**config.mk**
```make
export PLATFORM = sky130hd
export DESIGN_NAME = cctb_translator_flat
export DESIGN_NICKNAME = d
export VERILOG_FILES = /design/src/core/cctb_pkg.sv /design/src/core/cctb_if.sv /design/src/core/cctb_translator.sv /design/src/flat_wrapper.sv
export SDC_FILE = /design/constraint.sdc
export NUM_CORES = 1
export LEC_CHECK = 0
export ABC_CLOCK_PERIOD_IN_PS = 6280
export BUFFER_PORTS_ARGS = -buffer_cell sky130_fd_sc_hd__clkbuf_2
export CAP_MARGIN = 20
export CORE_MARGIN = 1
export CORE_UTILIZATION = 45
export DETAILED_ROUTE_END_ITERATION = 6
export PLACE_DENSITY_LB_ADDON = 0.2
export REMOVE_ABC_BUFFERS = 1
export SYNTH_ARGS = -nofsm -noshare
export SYNTH_HDL_FRONTEND = slang
export SYNTH_SLANG_ARGS = --single-unit
```
**constraint.sdc**
```tcl
create_clock -name mclk_in -period 6.28 [get_ports mclk_in]
set_clock_uncertainty 0.1 [all_clocks]
set_input_delay 0.628 -clock mclk_in [delete_from_list [all_inputs] [get_ports mclk_in]]
set_output_delay 0.628 -clock mclk_in [all_outputs]
set_load 0.005 [all_outputs]
```
**src/core/cctb_pkg.sv**
```systemverilog
// Package of shared constants and types for the cycle translation bridge
package cctb_pkg;

  // ------------------------------------------------------------
  // Transfer type codes
  // ------------------------------------------------------------
  localparam logic [1:0] TT_NORMAL = 2'h0;
  localparam logic [1:0] TT_BURST  = 2'h1;
  localparam logic [1:0] TT_ALTFC  = 2'h2;
  localparam logic [1:0] TT_ACK    = 2'h3;

  // ------------------------------------------------------------
  // Reset values and timing
  // ------------------------------------------------------------
  localparam logic       SIZING_DISABLE_RST = 1'h1;
  localparam logic [1:0] SLAVE_WAIT_CYCLES  = 2'h2;

  // ------------------------------------------------------------
  // Slave termination kinds
  // ------------------------------------------------------------
  typedef enum logic [2:0] {
    CCTB_TERM_OK   = 3'h0,
    CCTB_TERM_BERR = 3'h1,
    CCTB_TERM_RTRY = 3'h2,
    CCTB_TERM_CPU_AUTOVECTOR = 3'h3
  } cctb_term_type;

endpackage : cctb_pkg

```
**src/core/cctb_if.sv**
```systemverilog
// Interface joining the processor side translator and the slave device
`timescale 1ns/10ps
interface cctb_if;
  logic       local_addr_strobe_n;
  logic       local_addr_strobe_oe;
  logic       local_data_strobe_n;
  logic       local_data_strobe_oe;
  logic       register_select_n;
  logic       bus_out_select_n;
  logic [2:0] function_code_in;
  logic       size_ack_lo_n;
  logic       size_ack_hi_n;
  logic       local_bus_error_n;
  logic       local_autovector_n;
  logic       local_halt_n;

  modport translator (
    output local_addr_strobe_n, local_addr_strobe_oe,
    output local_data_strobe_n, local_data_strobe_oe,
    output register_select_n, bus_out_select_n, function_code_in,
    input  size_ack_lo_n, size_ack_hi_n, local_bus_error_n,
    input  local_autovector_n, local_halt_n
  );
  modport slave (
    input  local_addr_strobe_n, local_addr_strobe_oe,
    input  local_data_strobe_n, local_data_strobe_oe,
    input  register_select_n, bus_out_select_n, function_code_in,
    output size_ack_lo_n, size_ack_hi_n, local_bus_error_n,
    output local_autovector_n, local_halt_n
  );
endinterface : cctb_if

```
**src/core/cctb_translator.sv**
```systemverilog
// Translator end: maps processor cycles onto the slave handshake
// Function
// - Processor cycle spans two bus clocks minimum
// - Processor termination codes ack, error, retry, autovector
// - Processor waits while no termination sampled
// - Slave selected by strobe plus select
// - Slave answers with active low codes
// - Master waits while slave gives nothing
// - Terminations double sampled on rising edges
// - Write data valid by first sample
// - Machine clocked at twice bus clock
// - Idle until start, then assert strobes
// - No termination: step M1, M3, M1
// - Termination seen: go M2 then M4
// - Still held after M4: enter M5, acknowledge
// - Address strobe held through M5
// - M6 drives strobes, selects and processor codes high
// - Sizing disabled forces 32-bit acknowledge
// - Only size acknowledge low watched
// - Transfer type gates selects and acknowledge
// - Burst moves end with bus error
// - Transfer modifier drives function code directly
// - Alternate code may redefine address map
`timescale 1ns/10ps
module cctb_translator (
  input  wire logic       mclk_in,
  input  wire logic       rst_n_in,
  cctb_if.translator      bus,
  input  wire logic       cpu_transfer_start_n_in,
  input  wire logic       transfer_type_hi_in,
  input  wire logic       transfer_type_lo_in,
  input  wire logic [2:0] transfer_modifier_in,
  input  wire logic       reg_hit_in,
  input  wire logic       altfc_is_bus_in,
  output logic            cpu_transfer_ack_n_out,
  output logic            cpu_transfer_ack_oe_out,
  output logic            cpu_transfer_error_n_out,
  output logic            cpu_transfer_error_oe_out,
  output logic            cpu_autovector_n_out,
  output logic            cpu_autovector_oe_out,
  output logic            interrupt_ack_n_out,
  output logic            local_bus_clock_out
);
  // ------------------------------------------------------------
  // States
  // ------------------------------------------------------------
  typedef enum logic [7:0] {
    ST_M0 = 8'h01, ST_M1 = 8'h02, ST_M2 = 8'h04, ST_M3 = 8'h08,
    ST_M4 = 8'h10, ST_M5 = 8'h20, ST_M6 = 8'h40, ST_BE = 8'h80
  } cctb_state_type;

  cctb_state_type st_r, st_nxt;
  logic       ph_r, ph_nxt;       // Bus clock phase, 1 = high half
  logic [2:0] cpu_r, cpu_nxt;     // ack, err, cpu_autovector (low active)
  logic       cpu_oe_r, cpu_oe_nxt;
  logic       as_r, as_nxt, ds_r, ds_nxt, soe_r, soe_nxt;
  logic       rs_r, rs_nxt, bo_r, bo_nxt, iack_r, iack_nxt;
  logic [2:0] fc_r, fc_nxt;
  logic [1:0] tt;
  logic       term_seen, fall_edge;

  assign tt        = {transfer_type_hi_in, transfer_type_lo_in};
  assign fall_edge = ph_r;
  assign term_seen = !bus.size_ack_lo_n || !bus.local_bus_error_n ||
                     !bus.local_autovector_n;

  // ------------------------------------------------------------
  // Next state
  // ------------------------------------------------------------
  always_comb begin
    st_nxt     = st_r;
    ph_nxt     = ~ph_r;
    cpu_nxt    = cpu_r;
    cpu_oe_nxt = cpu_oe_r;
    as_nxt     = as_r;
    ds_nxt     = ds_r;
    soe_nxt    = soe_r;
    rs_nxt     = rs_r;
    bo_nxt     = bo_r;
    iack_nxt   = iack_r;
    fc_nxt     = fc_r;
    case (st_r)
      ST_M0: begin
        soe_nxt    = 1'b0;
        cpu_oe_nxt = 1'b0;
        if (!cpu_transfer_start_n_in && fall_edge) begin
          fc_nxt   = transfer_modifier_in;
          iack_nxt = !(tt == cctb_pkg::TT_ACK);
          if (tt == cctb_pkg::TT_BURST) begin
            st_nxt = ST_BE;
          end else begin
            rs_nxt  = !((tt == cctb_pkg::TT_NORMAL) && reg_hit_in);
            bo_nxt  = !(((tt == cctb_pkg::TT_NORMAL) && !reg_hit_in) ||
                       ((tt == cctb_pkg::TT_ALTFC) && altfc_is_bus_in));
            as_nxt  = 1'b0;
            ds_nxt  = 1'b0;
            soe_nxt = 1'b1;
            st_nxt  = ST_M1;
          end
        end
      end
      ST_M1: st_nxt = term_seen ? ST_M2 : ST_M3;
      ST_M3: st_nxt = ST_M1;
      ST_M2: st_nxt = ST_M4;
      ST_M4: begin
        if (!term_seen) begin
          st_nxt = ST_M1;
        end else begin
          st_nxt     = ST_M5;
          cpu_oe_nxt = 1'b1;
          ds_nxt     = 1'b1;
          if (!bus.local_bus_error_n && !bus.local_halt_n)
            cpu_nxt = 3'b001;
          else if (!bus.local_bus_error_n)
            cpu_nxt = 3'b101;
          else if (!bus.local_autovector_n)
            cpu_nxt = 3'b010;
          else
            cpu_nxt = 3'b011;
        end
      end
      ST_M5: begin
        st_nxt  = ST_M6;
        cpu_nxt = 3'b111;
        as_nxt  = 1'b1;
        ds_nxt  = 1'b1;
        rs_nxt  = 1'b1;
        bo_nxt  = 1'b1;
        iack_nxt = 1'b1;
      end
      ST_M6: begin
        st_nxt     = ST_M0;
        soe_nxt    = 1'b0;
        cpu_oe_nxt = 1'b0;
      end
      ST_BE: begin
        if (!cpu_oe_r) begin
          cpu_oe_nxt = 1'b1;
          cpu_nxt    = 3'b101;
        end else begin
          cpu_nxt = 3'b111;
          st_nxt  = ST_M6;
        end
      end
      default: st_nxt = ST_M0;
    endcase
  end

  always_ff @(posedge mclk_in or negedge rst_n_in) begin
    if (!rst_n_in) begin
      st_r     <= ST_M0;
      ph_r     <= 1'b0;
      cpu_r    <= 3'h7;
      cpu_oe_r <= 1'b0;
      as_r     <= 1'b1;
      ds_r     <= 1'b1;
      soe_r    <= 1'b0;
      rs_r     <= 1'b1;
      bo_r     <= 1'b1;
      iack_r   <= 1'b1;
      fc_r     <= 3'h0;
    end else begin
      st_r     <= st_nxt;
      ph_r     <= ph_nxt;
      cpu_r    <= cpu_nxt;
      cpu_oe_r <= cpu_oe_nxt;
      as_r     <= as_nxt;
      ds_r     <= ds_nxt;
      soe_r    <= soe_nxt;
      rs_r     <= rs_nxt;
      bo_r     <= bo_nxt;
      iack_r   <= iack_nxt;
      fc_r     <= fc_nxt;
    end
  end

  // ------------------------------------------------------------
  // Outputs
  // ------------------------------------------------------------
  assign bus.local_addr_strobe_n   = as_r;
  assign bus.local_addr_strobe_oe  = soe_r;
  assign bus.local_data_strobe_n   = ds_r;
  assign bus.local_data_strobe_oe  = soe_r;
  assign bus.register_select_n     = rs_r;
  assign bus.bus_out_select_n      = bo_r;
  assign bus.function_code_in      = fc_r;
  assign cpu_transfer_ack_n_out    = cpu_r[2];
  assign cpu_transfer_error_n_out  = cpu_r[1];
  assign cpu_autovector_n_out      = cpu_r[0];
  assign cpu_transfer_ack_oe_out   = cpu_oe_r;
  assign cpu_transfer_error_oe_out = cpu_oe_r;
  assign cpu_autovector_oe_out     = cpu_oe_r;
  assign interrupt_ack_n_out       = iack_r;
  assign local_bus_clock_out       = ph_r;
endmodule : cctb_translator

```
**src/flat_wrapper.sv**
```systemverilog
// flat-port wrapper written by rule: the top's interface ports become plain ports
module cctb_translator_flat 
  (mclk_in, rst_n_in, cpu_transfer_start_n_in, transfer_type_hi_in, transfer_type_lo_in, transfer_modifier_in, reg_hit_in, altfc_is_bus_in, cpu_transfer_ack_n_out, cpu_transfer_ack_oe_out, cpu_transfer_error_n_out, cpu_transfer_error_oe_out, cpu_autovector_n_out, cpu_autovector_oe_out, interrupt_ack_n_out, local_bus_clock_out, bus_local_addr_strobe_n, bus_local_addr_strobe_oe, bus_local_data_strobe_n, bus_local_data_strobe_oe, bus_register_select_n, bus_bus_out_select_n, bus_function_code_in, bus_size_ack_lo_n, bus_size_ack_hi_n, bus_local_bus_error_n, bus_local_autovector_n, bus_local_halt_n);
  cctb_if bus_i ();
  input  wire logic mclk_in;
  input  wire logic rst_n_in;
  input  wire logic cpu_transfer_start_n_in;
  input  wire logic transfer_type_hi_in;
  input  wire logic transfer_type_lo_in;
  input  wire logic [2:0] transfer_modifier_in;
  input  wire logic reg_hit_in;
  input  wire logic altfc_is_bus_in;
  output logic cpu_transfer_ack_n_out;
  output logic cpu_transfer_ack_oe_out;
  output logic cpu_transfer_error_n_out;
  output logic cpu_transfer_error_oe_out;
  output logic cpu_autovector_n_out;
  output logic cpu_autovector_oe_out;
  output logic interrupt_ack_n_out;
  output logic local_bus_clock_out;
  output wire logic [$bits(bus_i.local_addr_strobe_n)-1:0] bus_local_addr_strobe_n;
  output wire logic [$bits(bus_i.local_addr_strobe_oe)-1:0] bus_local_addr_strobe_oe;
  output wire logic [$bits(bus_i.local_data_strobe_n)-1:0] bus_local_data_strobe_n;
  output wire logic [$bits(bus_i.local_data_strobe_oe)-1:0] bus_local_data_strobe_oe;
  output wire logic [$bits(bus_i.register_select_n)-1:0] bus_register_select_n;
  output wire logic [$bits(bus_i.bus_out_select_n)-1:0] bus_bus_out_select_n;
  output wire logic [$bits(bus_i.function_code_in)-1:0] bus_function_code_in;
  input wire logic [$bits(bus_i.size_ack_lo_n)-1:0] bus_size_ack_lo_n;
  input wire logic [$bits(bus_i.size_ack_hi_n)-1:0] bus_size_ack_hi_n;
  input wire logic [$bits(bus_i.local_bus_error_n)-1:0] bus_local_bus_error_n;
  input wire logic [$bits(bus_i.local_autovector_n)-1:0] bus_local_autovector_n;
  input wire logic [$bits(bus_i.local_halt_n)-1:0] bus_local_halt_n;
  assign bus_local_addr_strobe_n = bus_i.local_addr_strobe_n;
  assign bus_local_addr_strobe_oe = bus_i.local_addr_strobe_oe;
  assign bus_local_data_strobe_n = bus_i.local_data_strobe_n;
  assign bus_local_data_strobe_oe = bus_i.local_data_strobe_oe;
  assign bus_register_select_n = bus_i.register_select_n;
  assign bus_bus_out_select_n = bus_i.bus_out_select_n;
  assign bus_function_code_in = bus_i.function_code_in;
  assign bus_i.size_ack_lo_n = bus_size_ack_lo_n;
  assign bus_i.size_ack_hi_n = bus_size_ack_hi_n;
  assign bus_i.local_bus_error_n = bus_local_bus_error_n;
  assign bus_i.local_autovector_n = bus_local_autovector_n;
  assign bus_i.local_halt_n = bus_local_halt_n;
  cctb_translator u_core (.mclk_in(mclk_in), .rst_n_in(rst_n_in), .bus(bus_i), .cpu_transfer_start_n_in(cpu_transfer_start_n_in), .transfer_type_hi_in(transfer_type_hi_in), .transfer_type_lo_in(transfer_type_lo_in), .transfer_modifier_in(transfer_modifier_in), .reg_hit_in(reg_hit_in), .altfc_is_bus_in(altfc_is_bus_in), .cpu_transfer_ack_n_out(cpu_transfer_ack_n_out), .cpu_transfer_ack_oe_out(cpu_transfer_ack_oe_out), .cpu_transfer_error_n_out(cpu_transfer_error_n_out), .cpu_transfer_error_oe_out(cpu_transfer_error_oe_out), .cpu_autovector_n_out(cpu_autovector_n_out), .cpu_autovector_oe_out(cpu_autovector_oe_out), .interrupt_ack_n_out(interrupt_ack_n_out), .local_bus_clock_out(local_bus_clock_out));
endmodule
```
==> flow_summary.toml <==
[run_status]
run_status = "complete, no violations"

[timing]
rsz_0062_raised_after_global_routing = "false"
finalHoldViolations = 0
finalCriticalPeriod_ns = 2.40
timing.slew.headroom = 0.597
final-setup-viol-count = 0
max_freq_mhz = 417
post-route-period-util = 0.381
finalSetupTns_ns = 0
tightest_slew_ns = 0.599
finalMaxSlewViolations = 0
layout_setup_ws_ns = 3.88

[route]
num_vias = 1015
detail-route-antenna-nets = 0
route.detailed.wl_per_inst_um = 14.4
post-route-drc-count = 0
route.final.wire_length_um = 2540
drt-initial-drc-count = 27
drt_pre_antenna_iters = 4
vias_per_cell = 5.73

[synth]
synth_largest_area_cell = "sky130_fd_sc_hd__dfrtp_1"
async_flop_share = 1.00
count_of_flip_flops_with_a_built_in_enable_after_synthesis = 0
register_area_share_after_synthesis = 0.478
yosys.area.top_type_share = 0.277
post_synth_num_cell_types = 39
synth.avg_cell_area_um2 = 9.79
yosysWarningCount = 0
syn-cell-area_um2 = 1170
synthTopCellsByArea = "sky130_fd_sc_hd__dfrtp_1 (28%), sky130_fd_sc_hd__dfstp_2 (20%), sky130_fd_sc_hd__nand2b_1 (4.3%)"
post-synth-top-count-cell = "sky130_fd_sc_hd__dfrtp_1"
post_synth_inst_count = 120
ys_dominant_reg_cell = "sky130_fd_sc_hd__dfrtp_1"
ys_ff_latch = 22
netlist_top_cells_count = "sky130_fd_sc_hd__dfrtp_1 (13), sky130_fd_sc_hd__dfstp_2 (9), sky130_fd_sc_hd__inv_1 (9)"

[die]
core_um2 = 2480
die_wd_um = 53.1
dieHeight_um = 53.1
initial_utilization = 0.474
design.portCount = 32
placement_rows = 18
fp.dieArea_um2 = 2820

[run]
timing.max_cap.violations = 0

[setup_path]
critPathSlowestCell = "sky130_fd_sc_hd__or4_1"
worst-path-buf-inv = 0
critical_path.startpoint_type = "flop"
crit_path_max_fanout = 11
worst_setup_path_end_kind = "flop"
crit_path_cell_trace = "or4_1 -> or3_1 -> o32a_1 -> mux2_4"
rr_endpoint = "u_core.cpu_r[1]"
slowest_delay_ns = 0.73
setup.worst_path.class = "flop to flop"
r2r_setup_slack_ns = 3.88
arrival_time_at_the_worst_endpoint_ns = 2.54
timing.critical_path.depth = 4
rr_worst_depth = 4
worstPathRequired_ns = 6.42
regToRegStartpoint = "u_core.st_r[3]"
worst_path_dominant_cell_family = "simple AND/OR/NAND/NOR gates"

[layout]
layout-area-overhead-vs-synth_pct = 14.8
fillers = 224
finalNetCount = 163
n_antenna_cell = 0
layout-drive-gt1-share = 0.340

[cts]
cts_tree = "yes"
buffer_depth_of_the_longest_clock_path = 2
cts_resized = 0
clock_tree.htree_level_count = 1
cts_hold_buffers = 0
post-cts-setup-buffers = 0
worst_setup_hold_path_clk_slew_ns = 0.13
tritoncts.num_buffers = 3
tritoncts_num_sinks = 22
cts-root-buf = "sky130_fd_sc_hd__clkbuf_4"
worst_skew_pair.late_latency_ns = 0.31

[global_route]
grt_max_degree = 23
grt_first_pass_wirelength_um = 4030
grt_overflow = 0
grt_pass1_vias = 943
antenna_found_initial = 0
grt_util_all_layers = 0.204

[pwr]
power_after_layout_mw = 0.518
p_per_area_nw_per_um2 = 384
p_leak_nw = 0.617
ir_drop_uv = 215

[placed_design]
io_buffer_count = 30
gp_congestion = 0.851
dpl.hpwl_um = 1910
detailedPlace.worstSlack_ns = 3.93

[worst_hold_path]
worst_hold_path_type = "input pin to asynchronous set/reset pin"
worst reg2reg max path: cells and delay by family (launching register included):
| family | cells | cell delay, ns |
|---|---|---|
| AND/OR/NAND/NOR | 2 | 1.17 |
| flip-flops | 1 | 0.45 |
| AO/OA/AOI/OAI | 1 | 0.35 |
| multiplexers | 1 | 0.26 |
routing by layer:
layer  wire [um]  GRT usage
met4          48      0.114
met3         129     0.0259
met5           0          0
met1        1090      0.244
met2        1280      0.348
layout make-up:
| type | count | area (um^2) | area share |
|---|---|---|---|
| tap | 30 | 37.5 | 0.0278 |
| clock buffer | 4 | 26.3 | 0.0195 |
| inverter | 9 | 33.8 | 0.0250 |
| timing repair buffer | 30 | 150 | 0.111 |
| sequential | 22 | 562 | 0.417 |
| multi-input combinational | 82 | 539 | 0.400 |
where the power goes:
part	internal [mW]	switching [mW]	total, mW
clock	0.0248	0.0429	0.0676
sequential	0.202	0.0399	0.242
combinational	0.104	0.105	0.208
total	0.330	0.187	0.518
per-stage QoR:
stage          hold slack (ns)  instance area [um^2]  std cells   util
6_report                 0.180                  1350        177  0.544
3_5_place_dp             0.364                  1320        173  0.534
3_3_place_gp             0.349                  1320        173  0.534
5_1_grt                  0.213                  1350        177  0.544
2_1_floorplan            0.232                  1130        113      -
4_1_cts                  0.192                  1350        177  0.544
placed cells by master (no fill, tap or decap), types with 2 or more instances in the layout:
cell type,synthesis,routed
sky130_fd_sc_hd__nand3_1,4,4
sky130_fd_sc_hd__a21oi_1,4,4
sky130_fd_sc_hd__dfstp_2,9,9
sky130_fd_sc_hd__nor4_1,5,5
sky130_fd_sc_hd__dfrtp_1,13,13
sky130_fd_sc_hd__or4_1,2,2
sky130_fd_sc_hd__clkbuf_2,0,30
sky130_fd_sc_hd__nor2_1,7,7
sky130_fd_sc_hd__a31oi_1,3,3
sky130_fd_sc_hd__o21ai_0,6,6
sky130_fd_sc_hd__nor3_1,3,3
sky130_fd_sc_hd__clkbuf_4,0,3
sky130_fd_sc_hd__or2_2,2,2
sky130_fd_sc_hd__nand2_1,6,6
sky130_fd_sc_hd__nor2b_1,4,4
sky130_fd_sc_hd__nand2b_1,8,8
sky130_fd_sc_hd__o221ai_1,2,2
sky130_fd_sc_hd__inv_1,9,9
sky130_fd_sc_hd__mux2_2,3,3
sky130_fd_sc_hd__mux2i_1,3,3
sky130_fd_sc_hd__nand3b_1,3,3
state kept, by name, indices dropped and copies added, names as in the netlist:
register and flops:
u_core.bus.bus_out_select_n 1, u_core.bus.function_code_in 3, u_core.bus.local_addr_strobe_n 1, u_core.bus.local_addr_strobe_oe 1, u_core.bus.local_data_strobe_n 1, u_core.bus.register_select_n 1
u_core.cpu_autovector_oe_out 1, u_core.cpu_r 3, u_core.interrupt_ack_n_out 1, u_core.local_bus_clock_out 1, u_core.st_r 8
cells by family (layout without fill, tap and decap cells):
| kind of cell | count (synthesis) | after routing | share of synthesized area |
|---|---|---|---|
| and+or+nand+nor | 51 | 51 | 0.252 |
| AOI/OAI and AO/OA | 24 | 24 | 0.140 |
| DFF | 22 | 22 | 0.478 |
| buffers and inverters | 16 | 43 | 0.0628 |
| muxes | 7 | 7 | 0.0671 |
worst max path at each step:
stage / slack (ns) / to / start
after CTS: 3.88 / u_core.cpu_r[1] / u_core.st_r[3]
after floorplan: 4.08 / u_core.cpu_r[1] / u_core.st_r[3]
final: 3.88 / u_core.cpu_r[1] / u_core.st_r[3]
after global routing: 3.71 / u_core.bus.register_select_n / u_core.st_r[4]
after detailed placement: 3.93 / u_core.cpu_r[1] / u_core.st_r[3]
after global placement: 3.94 / u_core.cpu_r[1] / u_core.st_r[3]
(Power assumes the default switching activity.)
